$ cat config.mk
export PLATFORM = sky130hd
export DESIGN_NAME = afs_top
export DESIGN_NICKNAME = d
export VERILOG_FILES = /design/src/hw/afs_pkg.sv /design/src/hw/afs_sticky_flag.sv /design/src/hw/afs_top.sv
export SDC_FILE = /design/constraint.sdc
export NUM_CORES = 1
export LEC_CHECK = 0
export BUFFER_PORTS_ARGS = -buffer_cell sky130_fd_sc_hd__buf_2
export CAP_MARGIN = 25
export CORE_ASPECT_RATIO = 1.75
export CORE_MARGIN = 1
export CORE_UTILIZATION = 34
export DETAILED_ROUTE_END_ITERATION = 8
export GPL_TIMING_DRIVEN = 0
export HOLD_SLACK_MARGIN = 0.1
export MAX_ROUTING_LAYER = met4
export PLACE_DENSITY_LB_ADDON = 0.08
export SYNTH_ARGS = -nofsm -noshare
export SYNTH_HDL_FRONTEND = slang
export SYNTH_SLANG_ARGS = --single-unit
$ cat constraint.sdc
create_clock -name core_clk -period 2.05 [get_ports core_clk]
set_clock_uncertainty 0.2 [all_clocks]
set_input_delay 0.615 -clock core_clk [delete_from_list [all_inputs] [get_ports core_clk]]
set_output_delay 0.615 -clock core_clk [all_outputs]
set_load 0.01 [all_outputs]
$ cat src/hw/afs_pkg.sv
// constants, field layouts and types for the audio fifo status block
// Summary of operation
// - receive fill count reported in bits 29:24
// - transmit fill count reported in bits 13:8
// - write into full receive fifo sets overrun
// - read from empty transmit fifo sets underrun
// - only flags writable; zero clears, one keeps
// - receive request high while count reaches threshold
// - transmit request high while count within threshold
// - requests drive interrupt or dma per enables
// - reserved bits ignore writes, read as zero
package afs_pkg;

    localparam int AFS_AW = 32;
    localparam int AFS_DW = 32;
    localparam int AFS_CW = 6;
    localparam int AFS_NB = 4;

    // register byte addresses
    localparam logic [31:0] AFS_STATUS_ADDR = 32'h1002_0014;
    localparam logic [31:0] AFS_CFG_ADDR    = 32'h1002_0100;
    localparam logic [31:0] AFS_EVT_ADDR    = 32'h1002_0104;
    localparam logic [31:0] AFS_MASK_ADDR   = 32'h1002_0108;

    localparam logic [31:0] AFS_STATUS_RST  = 32'h0000_0000;
    localparam logic [31:0] AFS_CFG_RST     = 32'h0000_0000;
    localparam logic [31:0] AFS_EVT_RST     = 32'h0000_0000;
    localparam logic [31:0] AFS_CFG_WMASK   = 32'h000F_3F3F;
    localparam logic [31:0] AFS_EVT_WMASK   = 32'h0000_0003;

    localparam logic [1:0]  AFS_RESP_OKAY   = 2'h0;
    localparam logic [1:0]  AFS_RESP_SLVERR = 2'h2;

    localparam int AFS_NFLAG   = 2;
    localparam int AFS_FLAG_RX = 0;
    localparam int AFS_FLAG_TX = 1;

    // status register layout, msb first
    typedef struct packed {
        logic [1:0]        rsvd_31_30;
        logic [AFS_CW-1:0] rx_fill_count;
        logic [9:0]        rsvd_23_14;
        logic [AFS_CW-1:0] tx_fill_count;
        logic              rsvd_7;
        logic              rx_overflow_flag;
        logic              tx_starve_flag;
        logic              rx_service_request;
        logic              tx_service_request;
        logic [2:0]        rsvd_2_0;
    } afs_stat_t;

    // configuration register layout, msb first
    typedef struct packed {
        logic [11:0]       rsvd_31_20;
        logic              tx_dma_en;
        logic              rx_dma_en;
        logic              tx_irq_en;
        logic              rx_irq_en;
        logic [1:0]        rsvd_15_14;
        logic [AFS_CW-1:0] tx_threshold_field;
        logic [1:0]        rsvd_7_6;
        logic [AFS_CW-1:0] rx_threshold_field;
    } afs_cfg_t;

    // event status and mask layout
    typedef struct packed {
        logic [29:0]       rsvd_31_2;
        logic              tx_starve_evt;
        logic              rx_overflow_evt;
    } afs_evt_t;

endpackage

$ cat src/hw/afs_sticky_flag.sv
// one sticky flag: hardware sets it, software clears it
`timescale 1ns/10ps
module afs_sticky_flag
    import afs_pkg::*;
(
    // clock and reset
    input  wire logic core_clk,
    input  wire logic rst_b,
    input  wire logic clk_en,
    // control
    input  wire logic set_evt,
    input  wire logic clr_req,
    // state
    output logic      flag_ff
);

    logic nxt_flag;

    // set wins so an event in the clearing cycle is kept
    assign nxt_flag = set_evt | (flag_ff & ~clr_req);

    always_ff @(posedge core_clk or negedge rst_b) begin
        if (!rst_b) begin
            flag_ff <= 1'b0;
        end else if (clk_en) begin
            flag_ff <= nxt_flag;
        end
    end

endmodule

$ cat src/hw/afs_top.sv
// fifo status register, service requests and axi4-lite slave
`timescale 1ns/10ps
module afs_top
    import afs_pkg::*;
(
    // clock, reset and enable
    input  wire logic              core_clk,
    input  wire logic              rst_b,
    input  wire logic              clk_en,
    // axi4-lite write address
    input  wire logic [AFS_AW-1:0] s_axi_awaddr,
    input  wire logic [2:0]        s_axi_awprot,
    input  wire logic              s_axi_awvalid,
    output logic                   s_axi_awready,
    // axi4-lite write data
    input  wire logic [AFS_DW-1:0] s_axi_wdata,
    input  wire logic [AFS_NB-1:0] s_axi_wstrb,
    input  wire logic              s_axi_wvalid,
    output logic                   s_axi_wready,
    // axi4-lite write response
    output logic [1:0]             s_axi_bresp,
    output logic                   s_axi_bvalid,
    input  wire logic              s_axi_bready,
    // axi4-lite read address
    input  wire logic [AFS_AW-1:0] s_axi_araddr,
    input  wire logic [2:0]        s_axi_arprot,
    input  wire logic              s_axi_arvalid,
    output logic                   s_axi_arready,
    // axi4-lite read data
    output logic [AFS_DW-1:0]      s_axi_rdata,
    output logic [1:0]             s_axi_rresp,
    output logic                   s_axi_rvalid,
    input  wire logic              s_axi_rready,
    // fifo state, same clock
    input  wire logic [AFS_CW-1:0] rx_fill_count,
    input  wire logic [AFS_CW-1:0] tx_fill_count,
    input  wire logic              rx_push,
    input  wire logic              rx_full,
    input  wire logic              tx_pop,
    input  wire logic              tx_empty,
    // requests
    output logic                   rx_dma_req,
    output logic                   tx_dma_req,
    output logic                   fifo_irq
);

    // bus state
    logic              awready_ff;
    logic              wready_ff;
    logic              aw_got_ff;
    logic              w_got_ff;
    logic [AFS_AW-1:0] awaddr_ff;
    logic [AFS_DW-1:0] wdata_ff;
    logic [AFS_NB-1:0] wstrb_ff;
    logic              bvalid_ff;
    logic [1:0]        bresp_ff;
    logic              arready_ff;
    logic              rvalid_ff;
    logic [AFS_DW-1:0] rdata_ff;
    logic [1:0]        rresp_ff;

    // block state
    afs_cfg_t          cfg_ff;
    afs_evt_t          evt_ff;
    afs_evt_t          mask_ff;
    logic              rx_sr_ff;
    logic              tx_sr_ff;
    logic              rx_dma_ff;
    logic              tx_dma_ff;
    logic              irq_ff;
    logic [AFS_NFLAG-1:0] flag_ff;

    // handshakes and next values
    wire               aw_hs = s_axi_awvalid & awready_ff;
    wire               w_hs  = s_axi_wvalid & wready_ff;
    wire               ar_hs = s_axi_arvalid & arready_ff;
    wire               wr_go = aw_got_ff & w_got_ff & ~bvalid_ff;
    wire               nxt_aw_got = wr_go ? 1'b0 : (aw_got_ff | aw_hs);
    wire               nxt_w_got  = wr_go ? 1'b0 : (w_got_ff | w_hs);
    wire               nxt_bvalid = wr_go | (bvalid_ff & ~s_axi_bready);
    wire               nxt_rvalid = ar_hs | (rvalid_ff & ~s_axi_rready);
    wire               nxt_awready = ~nxt_aw_got & ~nxt_bvalid;
    wire               nxt_wready  = ~nxt_w_got & ~nxt_bvalid;
    wire               nxt_arready = ~nxt_rvalid;

    // write decode
    wire               wsel_status = wr_go & (awaddr_ff == AFS_STATUS_ADDR);
    wire               wsel_cfg    = wr_go & (awaddr_ff == AFS_CFG_ADDR);
    wire               wsel_mask   = wr_go & (awaddr_ff == AFS_MASK_ADDR);
    wire               wsel_evt    = wr_go & (awaddr_ff == AFS_EVT_ADDR);
    wire               wr_hit = wsel_status | wsel_cfg | wsel_mask | wsel_evt;

    // read decode
    wire               rsel_status = (s_axi_araddr == AFS_STATUS_ADDR);
    wire               rsel_cfg    = (s_axi_araddr == AFS_CFG_ADDR);
    wire               rsel_evt    = (s_axi_araddr == AFS_EVT_ADDR);
    wire               rsel_mask   = (s_axi_araddr == AFS_MASK_ADDR);
    wire               rd_hit = rsel_status | rsel_cfg | rsel_evt | rsel_mask;

    // byte-lane mask from the latched strobes
    logic [AFS_DW-1:0] lane_mask;
    genvar gb;
    generate
        for (gb = 0; gb < AFS_NB; gb++) begin : g_lane
            assign lane_mask[gb*8 +: 8] = {8{wstrb_ff[gb]}};
        end
    endgenerate

    wire [AFS_DW-1:0]  cfg_wmask = lane_mask & AFS_CFG_WMASK;
    wire [AFS_DW-1:0]  mask_wmask = lane_mask & AFS_EVT_WMASK;
    wire afs_cfg_t     nxt_cfg = afs_cfg_t'((cfg_ff & ~cfg_wmask)
                                 | (wdata_ff & cfg_wmask));
    wire afs_evt_t     nxt_mask = afs_evt_t'((mask_ff & ~mask_wmask)
                                  | (wdata_ff & mask_wmask));

    // flag clears: the flags live in byte lane 0
    wire afs_stat_t    wr_stat = afs_stat_t'(wdata_ff);
    wire               flag_lane = wsel_status & wstrb_ff[0];
    logic [AFS_NFLAG-1:0] flag_set;
    logic [AFS_NFLAG-1:0] flag_clr;
    assign flag_set[AFS_FLAG_RX] = rx_push & rx_full;
    assign flag_set[AFS_FLAG_TX] = tx_pop & tx_empty;
    // a written one leaves the flag alone
    assign flag_clr[AFS_FLAG_RX] = flag_lane
                                   & ~wr_stat.rx_overflow_flag;
    assign flag_clr[AFS_FLAG_TX] = flag_lane
                                   & ~wr_stat.tx_starve_flag;

    genvar gf;
    generate
        for (gf = 0; gf < AFS_NFLAG; gf++) begin : g_flag
            afs_sticky_flag u_flag (
                .core_clk (core_clk),
                .rst_b    (rst_b),
                .clk_en   (clk_en),
                .set_evt  (flag_set[gf]),
                .clr_req  (flag_clr[gf]),
                .flag_ff  (flag_ff[gf])
            );
        end
    endgenerate

    // status image; reserved fields tied to zero
    afs_stat_t         stat_img;
    always_comb begin
        stat_img                    = afs_stat_t'(AFS_STATUS_RST);
        stat_img.rx_fill_count      = rx_fill_count;
        stat_img.tx_fill_count      = tx_fill_count;
        stat_img.rx_overflow_flag   = flag_ff[AFS_FLAG_RX];
        stat_img.tx_starve_flag     = flag_ff[AFS_FLAG_TX];
        stat_img.rx_service_request = rx_sr_ff;
        stat_img.tx_service_request = tx_sr_ff;
    end

    // read data selection
    wire [AFS_DW-1:0]  rd_mux =
        rsel_status ? AFS_DW'(stat_img) :
        rsel_cfg    ? AFS_DW'(cfg_ff)   :
        rsel_evt    ? AFS_DW'(evt_ff)   :
        rsel_mask   ? AFS_DW'(mask_ff)  : AFS_STATUS_RST;

    // event status: set by flag events, cleared by a read of it
    wire               evt_rd_clr = ar_hs & rsel_evt;
    afs_evt_t          evt_set;
    always_comb begin
        evt_set                 = afs_evt_t'(AFS_EVT_RST);
        evt_set.rx_overflow_evt = flag_set[AFS_FLAG_RX];
        evt_set.tx_starve_evt   = flag_set[AFS_FLAG_TX];
    end
    // set wins over the read clear
    wire afs_evt_t     nxt_evt = afs_evt_t'(evt_set
                                 | (evt_ff & ~{AFS_DW{evt_rd_clr}}));

    // service requests from current fill counts
    wire               nxt_rx_sr = (rx_fill_count
                                    >= cfg_ff.rx_threshold_field);
    wire               nxt_tx_sr = (tx_fill_count
                                    <= cfg_ff.tx_threshold_field);

    // request fan-out: a request reaches the paths that are enabled
    wire               nxt_rx_dma = rx_sr_ff & cfg_ff.rx_dma_en;
    wire               nxt_tx_dma = tx_sr_ff & cfg_ff.tx_dma_en;
    wire               sr_irq = (rx_sr_ff & cfg_ff.rx_irq_en)
                                | (tx_sr_ff & cfg_ff.tx_irq_en);
    wire               nxt_irq = sr_irq | (|(evt_ff & mask_ff));

    // write channel
    always_ff @(posedge core_clk or negedge rst_b) begin
        if (!rst_b) begin
            awready_ff <= 1'b0;
            wready_ff  <= 1'b0;
            aw_got_ff  <= 1'b0;
            w_got_ff   <= 1'b0;
            bvalid_ff  <= 1'b0;
            bresp_ff   <= AFS_RESP_OKAY;
        end else if (clk_en) begin
            awready_ff <= nxt_awready;
            wready_ff  <= nxt_wready;
            aw_got_ff  <= nxt_aw_got;
            w_got_ff   <= nxt_w_got;
            bvalid_ff  <= nxt_bvalid;
            if (wr_go) begin
                bresp_ff <= wr_hit ? AFS_RESP_OKAY : AFS_RESP_SLVERR;
            end
        end
    end

    // latched write payload; address and data may come in either order
    always_ff @(posedge core_clk or negedge rst_b) begin
        if (!rst_b) begin
            awaddr_ff <= AFS_STATUS_RST;
            wdata_ff  <= AFS_STATUS_RST;
            wstrb_ff  <= '0;
        end else if (clk_en) begin
            if (aw_hs) begin
                awaddr_ff <= s_axi_awaddr;
            end
            if (w_hs) begin
                wdata_ff <= s_axi_wdata;
                wstrb_ff <= s_axi_wstrb;
            end
        end
    end

    // read channel; data sampled when the address is taken
    always_ff @(posedge core_clk or negedge rst_b) begin
        if (!rst_b) begin
            arready_ff <= 1'b0;
            rvalid_ff  <= 1'b0;
            rdata_ff   <= AFS_STATUS_RST;
            rresp_ff   <= AFS_RESP_OKAY;
        end else if (clk_en) begin
            arready_ff <= nxt_arready;
            rvalid_ff  <= nxt_rvalid;
            if (ar_hs) begin
                rdata_ff <= rd_mux;
                rresp_ff <= rd_hit ? AFS_RESP_OKAY : AFS_RESP_SLVERR;
            end
        end
    end

    // software registers; the event register is read-only to writes
    always_ff @(posedge core_clk or negedge rst_b) begin
        if (!rst_b) begin
            cfg_ff  <= afs_cfg_t'(AFS_CFG_RST);
            mask_ff <= afs_evt_t'(AFS_EVT_RST);
            evt_ff  <= afs_evt_t'(AFS_EVT_RST);
        end else if (clk_en) begin
            if (wsel_cfg) begin
                cfg_ff <= nxt_cfg;
            end
            if (wsel_mask) begin
                mask_ff <= nxt_mask;
            end
            evt_ff <= nxt_evt;
        end
    end

    // requests and interrupt, registered so every output is a flop
    always_ff @(posedge core_clk or negedge rst_b) begin
        if (!rst_b) begin
            rx_sr_ff  <= 1'b0;
            tx_sr_ff  <= 1'b0;
            rx_dma_ff <= 1'b0;
            tx_dma_ff <= 1'b0;
            irq_ff    <= 1'b0;
        end else if (clk_en) begin
            rx_sr_ff  <= nxt_rx_sr;
            tx_sr_ff  <= nxt_tx_sr;
            rx_dma_ff <= nxt_rx_dma;
            tx_dma_ff <= nxt_tx_dma;
            irq_ff    <= nxt_irq;
        end
    end

    // outputs
    assign s_axi_awready = awready_ff;
    assign s_axi_wready  = wready_ff;
    assign s_axi_bvalid  = bvalid_ff;
    assign s_axi_bresp   = bresp_ff;
    assign s_axi_arready = arready_ff;
    assign s_axi_rvalid  = rvalid_ff;
    assign s_axi_rdata   = rdata_ff;
    assign s_axi_rresp   = rresp_ff;
    assign rx_dma_req    = rx_dma_ff;
    assign tx_dma_req    = tx_dma_ff;
    assign fifo_irq      = irq_ff;

    // prot bits carry no meaning for this slave
    wire               unused_prot = ^{s_axi_awprot, s_axi_arprot};

endmodule

==> impl_results.html <==
<table>
<tr><th>Metric</th><th>Value</th></tr>
<tr><th colspan="2">Cells and area</th></tr>
<tr><td>Top library cells by usage in the layout, fill and taps aside</td><td>sky130_fd_sc_hd__dfrtp_1 (150), sky130_fd_sc_hd__buf_2 (146), sky130_fd_sc_hd__mux2_2 (71)</td></tr>
<tr><td>Ant. Diodes</td><td>0</td></tr>
<tr><td>Area grow syn2layout</td><td>37.8%</td></tr>
<tr><td>Count of fill cells added during filler insertion</td><td>1779</td></tr>
<tr><td>Layout Nets</td><td>861</td></tr>
<tr><td>Most frequent standard cell in the layout excluding fill and tap cells</td><td>sky130_fd_sc_hd__dfrtp_1</td></tr>
<tr><td>Fraction of final layout cells sized beyond drive strength 1</td><td>0.511</td></tr>
<tr><th colspan="2">Routing</th></tr>
<tr><td>Final ANT Viol Nets</td><td>0</td></tr>
<tr><td>Detail-routed net length per standard cell</td><td>17.6 um</td></tr>
<tr><td>Routed wire length</td><td>approximately 17000 um</td></tr>
<tr><td>Routed vias/inst</td><td>4.96</td></tr>
<tr><td>Vias post-DR</td><td>4809</td></tr>
<tr><td>Initial detailed-routing violation count</td><td>199</td></tr>
<tr><td>Detailed-router iteration count before antenna repair</td><td>4</td></tr>
<tr><td>Remaining DRCs</td><td>0</td></tr>
<tr><th colspan="2">Power and ir drop</th></tr>
<tr><td>Power density relative to cell area</td><td>999 mW/mm^2</td></tr>
<tr><td>Leak</td><td>4.35 nW</td></tr>
<tr><td>Maximum resistive drop on vdd</td><td>0.000741 V</td></tr>
<tr><th colspan="2">Worst setup path</th></tr>
<tr><td>Maximum net fanout on the critical path</td><td>10</td></tr>
<tr><td>Worst setup path class</td><td>in2reg</td></tr>
<tr><td>Nature of the critical path endpoint</td><td>flip-flop</td></tr>
<tr><td>Data arrival time of the worst path</td><td>2.37 ns</td></tr>
<tr><td>Launching element type of the critical path</td><td>input pin</td></tr>
<tr><td>Required @ worst endpoint</td><td>2.16 ns</td></tr>
<tr><td>Start of the worst register-to-register path</td><td>awaddr_ff[16]$_DFFE_PN0P_</td></tr>
<tr><td>Timing startpoint of the critical path</td><td>s_axi_araddr[14]</td></tr>
<tr><th colspan="2">STA</th></tr>
<tr><td>Number of hold violations in the final report</td><td>0</td></tr>
<tr><td>Number of pins with negative max-slew slack in the final report</td><td>0</td></tr>
<tr><td>Final setup slack of the worst path</td><td>-0.206 ns</td></tr>
<tr><td>Portion of the clock cycle consumed by the worst path in the final layout</td><td>1.10</td></tr>
<tr><td>Minimum period implied by the final worst setup slack</td><td>2.26 ns</td></tr>
<tr><td>Setup TNS after final layout</td><td>-7.00 ns</td></tr>
<tr><td>Total of endpoints with negative setup slack in the final report</td><td>64</td></tr>
<tr><td>Tightest hold margin</td><td>about 0.21 ns</td></tr>
<tr><td>Worst-margin pin slew</td><td>0.695 ns</td></tr>
<tr><td>Maximum clock rate</td><td>roughly 440 MHz</td></tr>
<tr><td>Relative slew slack</td><td>0.537</td></tr>
<tr><td>Unrepaired setup endpoints after global routing</td><td>true</td></tr>
<tr><th colspan="2">Clocking</th></tr>
<tr><td>Total number of clock tree sinks</td><td>150</td></tr>
<tr><td>Reg clk slew, reported paths</td><td>0.07 ns</td></tr>
<tr><td>Clock insertion delay at the later pin of the skew report</td><td>approximately 0.43 ns</td></tr>
<tr><td>CTS max path bufs</td><td>2</td></tr>
<tr><td>H-tree depth reported by CTS</td><td>4</td></tr>
<tr><td>Root buffer cell</td><td>sky130_fd_sc_hd__clkbuf_16</td></tr>
<tr><td>Cts bufs inserted</td><td>17</td></tr>
<tr><td>Clock tree from TritonCTS</td><td>built</td></tr>
<tr><th colspan="2">Global routing</th></tr>
<tr><td>GR Util All Layers</td><td>0.190</td></tr>
<tr><td>Number of global-route vias before repair</td><td>around 5.1k</td></tr>
<tr><td>First-pass GRT wire length</td><td>27000 um</td></tr>
<tr><td>Number of antenna violations at the first check in global routing</td><td>0</td></tr>
<tr><td>Pin count of the biggest net entering global routing</td><td>80</td></tr>
<tr><td>Remaining global-route overflow</td><td>0</td></tr>
<tr><th colspan="2">Synth</th></tr>
<tr><td>Cell type contributing the most total cell area after synthesis</td><td>sky130_fd_sc_hd__dfrtp_1</td></tr>
<tr><td>Synth cell types</td><td>55</td></tr>
<tr><td>Share of synthesized registers carrying an async set or reset</td><td>1.00</td></tr>
<tr><td>Sequential fraction of the synthesis area</td><td>0.578</td></tr>
<tr><td>Cells taking the most area after synthesis</td><td>sky130_fd_sc_hd__dfrtp_1 (58%), sky130_fd_sc_hd__mux2_2 (13%), sky130_fd_sc_hd__nand2_1 (2.4%), sky130_fd_sc_hd__ha_1 (2.3%), sky130_fd_sc_hd__and2_1 (2.2%)</td></tr>
<tr><td>Cell count after synthesis</td><td>520</td></tr>
<tr><td>Yosys Warn Count</td><td>0</td></tr>
<tr><td>Mean cell area of the mapped netlist</td><td>12.5 um^2</td></tr>
<tr><td>Most used flip-flop cell after synthesis</td><td>sky130_fd_sc_hd__dfrtp_1</td></tr>
<tr><td>Synth Cell Area</td><td>0.00650 mm^2</td></tr>
<tr><td>Number of enable flip-flop cells after synthesis</td><td>0</td></tr>
<tr><td>Fraction of post-synthesis cell area in the top cell type by area</td><td>0.578</td></tr>
<tr><td>Synthesis-stage register bit count</td><td>150</td></tr>
<tr><th colspan="2">Worst hold path</th></tr>
<tr><td>Tightest Hold Check Type</td><td>in2reg</td></tr>
<tr><td>Worst min-delay path startpoint</td><td>s_axi_awaddr[16]</td></tr>
<tr><th colspan="2">Run status</th></tr>
<tr><td>Outcome</td><td>finished, violations left</td></tr>
<tr><td>Violations in the final reports</td><td>setup timing</td></tr>
<tr><th colspan="2">Floorplanning</th></tr>
<tr><td>Die Span Y</td><td>around 180 um</td></tr>
<tr><td>Top Ports</td><td>174</td></tr>
<tr><td>Area of the core</td><td>roughly 0.019 mm^2</td></tr>
<tr><td>Total Die Area</td><td>about 0.02 mm^2</td></tr>
<tr><td>Effective utilization at floorplan</td><td>0.348</td></tr>
<tr><td>Std-Cell Rows</td><td>66</td></tr>
<tr><td>Die width</td><td>107 um</td></tr>
<tr><th colspan="2">Place</th></tr>
<tr><td>HPWL after DPL</td><td>12500 um</td></tr>
<tr><td>Port Buffer Count</td><td>roughly 150</td></tr>
<tr><td>Last weighted congestion value of the routability-driven placer</td><td>0.779</td></tr>
<tr><th colspan="2">Flow run</th></tr>
<tr><td>Max-cap check violation count</td><td>0</td></tr>
</table>
## report_power, final
group / total, mW / leakage, nW / switching [mW] / internal [mW]
Clock: 3.71 / 0.341 / 1.26 / 2.45
Combinational: 1.24 / 2.10 / 0.514 / 0.729
Sequential: 3.99 / 1.91 / 0.435 / 3.55
## repair_timing
item / CTS / global route
resized for setup: 51 / 47
buffers inserted: 16 / 12
pin swaps: 19 / 21
gates cloned: 2 / 0
hold buffers: 1 / 0
hold endpoints to repair: 71 / 0
setup endpoints to repair: 97 / 105
## path summary, 6_finish.rpt
path	to	slack, ns	cells past startpoint
hold / removal	awaddr_ff[16]$_DFFE_PN0P_	0.21	2
setup / recovery	evt_ff[22]$_DFFE_PN0P_	-0.21	7
hold reg to reg	s_axi_rdata[10]$_DFFE_PN0P_	0.28	2
setup reg to reg	flip-flop	-0.03	5
max in group asynchronous	s_axi_rdata[15]$_DFFE_PN0P_	0.22	3
min in group asynchronous	evt_ff[24]$_DFFE_PN0P_	0.57	2
## per-layer routing
metal	global-route usage	vias up	part of all wire
li1	-	2261	-
met1	0.198	2380	0.38
met2	0.338	147	0.56
met3	0.0450	21	0.047
met4	0.0827	0	0.021
met5	-	-	0
## kinds of logic (layout without fill, tap and decap cells)
family                   after synthesis  count (layout)  share of synthesized area
flip-flops                           150             150                      0.578
other                                  1               2                   0.000577
AO/OA/AOI/OAI                         84              84                     0.0971
buffers and inverters                 54             265                     0.0379
adder cells (fa/ha/maj)               12              12                     0.0231
AND/OR/NAND/NOR                      145             145                      0.135
multiplexers                          74              74                      0.128
## stage by stage
stage / std cells / instance area [um^2] / utilization / total power, mW / setup slack, ns
global placement: 907 / 7580 / 0.406 / 5.08 / -2.06
CTS: 959 / 8740 / 0.468 / 9.03 / -0.191
detailed placement: 908 / 7610 / 0.408 / 5.16 / -0.877
floorplan: 521 / 6540 / - / 4.66 / -0.499
global route: 970 / 8950 / 0.480 / 9.38 / -0.218
finish: 970 / 8950 / 0.480 / 8.94 / -0.206
## worst max-delay path: stages
cell                      delay (ns)
sky130_fd_sc_hd__buf_6          0.09
sky130_fd_sc_hd__or4_4          0.59
sky130_fd_sc_hd__nor3b_4        0.25
sky130_fd_sc_hd__nand3_2        0.11
sky130_fd_sc_hd__or3_4          0.39
sky130_fd_sc_hd__buf_8          0.17
sky130_fd_sc_hd__and2_1         0.15
## cell type report
type / count / area (um^2) / area share
sequential: 150 / 3750 / 0.419
multi-input combinational: 317 / 2820 / 0.315
timing repair buffer: 179 / 1070 / 0.119
clock buffer: 18 / 439 / 0.0490
tap: 238 / 298 / 0.0333
clock inverter: 14 / 270 / 0.0302
buffer: 23 / 185 / 0.0207
inverter: 31 / 116 / 0.0130
## synthesized netlist by cell type (3+ instances only)
cell / instances
sky130_fd_sc_hd__mux2_2: 74
sky130_fd_sc_hd__nor3_1: 4
sky130_fd_sc_hd__a21o_1: 3
sky130_fd_sc_hd__nand4b_1: 3
sky130_fd_sc_hd__nand2b_1: 7
sky130_fd_sc_hd__nor4_1: 9
sky130_fd_sc_hd__a22oi_1: 3
sky130_fd_sc_hd__a21oi_1: 15
sky130_fd_sc_hd__a22o_1: 14
sky130_fd_sc_hd__inv_1: 31
sky130_fd_sc_hd__buf_6: 4
sky130_fd_sc_hd__dfrtp_1: 150
sky130_fd_sc_hd__clkbuf_1: 9
sky130_fd_sc_hd__nand3_1: 15
sky130_fd_sc_hd__nand2_1: 41
sky130_fd_sc_hd__a222oi_1: 8
sky130_fd_sc_hd__ha_1: 12
sky130_fd_sc_hd__o21ai_0: 21
sky130_fd_sc_hd__buf_1: 3
sky130_fd_sc_hd__nor2_1: 15
sky130_fd_sc_hd__nor4bb_1: 3
sky130_fd_sc_hd__buf_2: 5
sky130_fd_sc_hd__o211ai_2: 7
sky130_fd_sc_hd__and2_1: 23
Note: power is estimated with default switching activity, not from simulation.
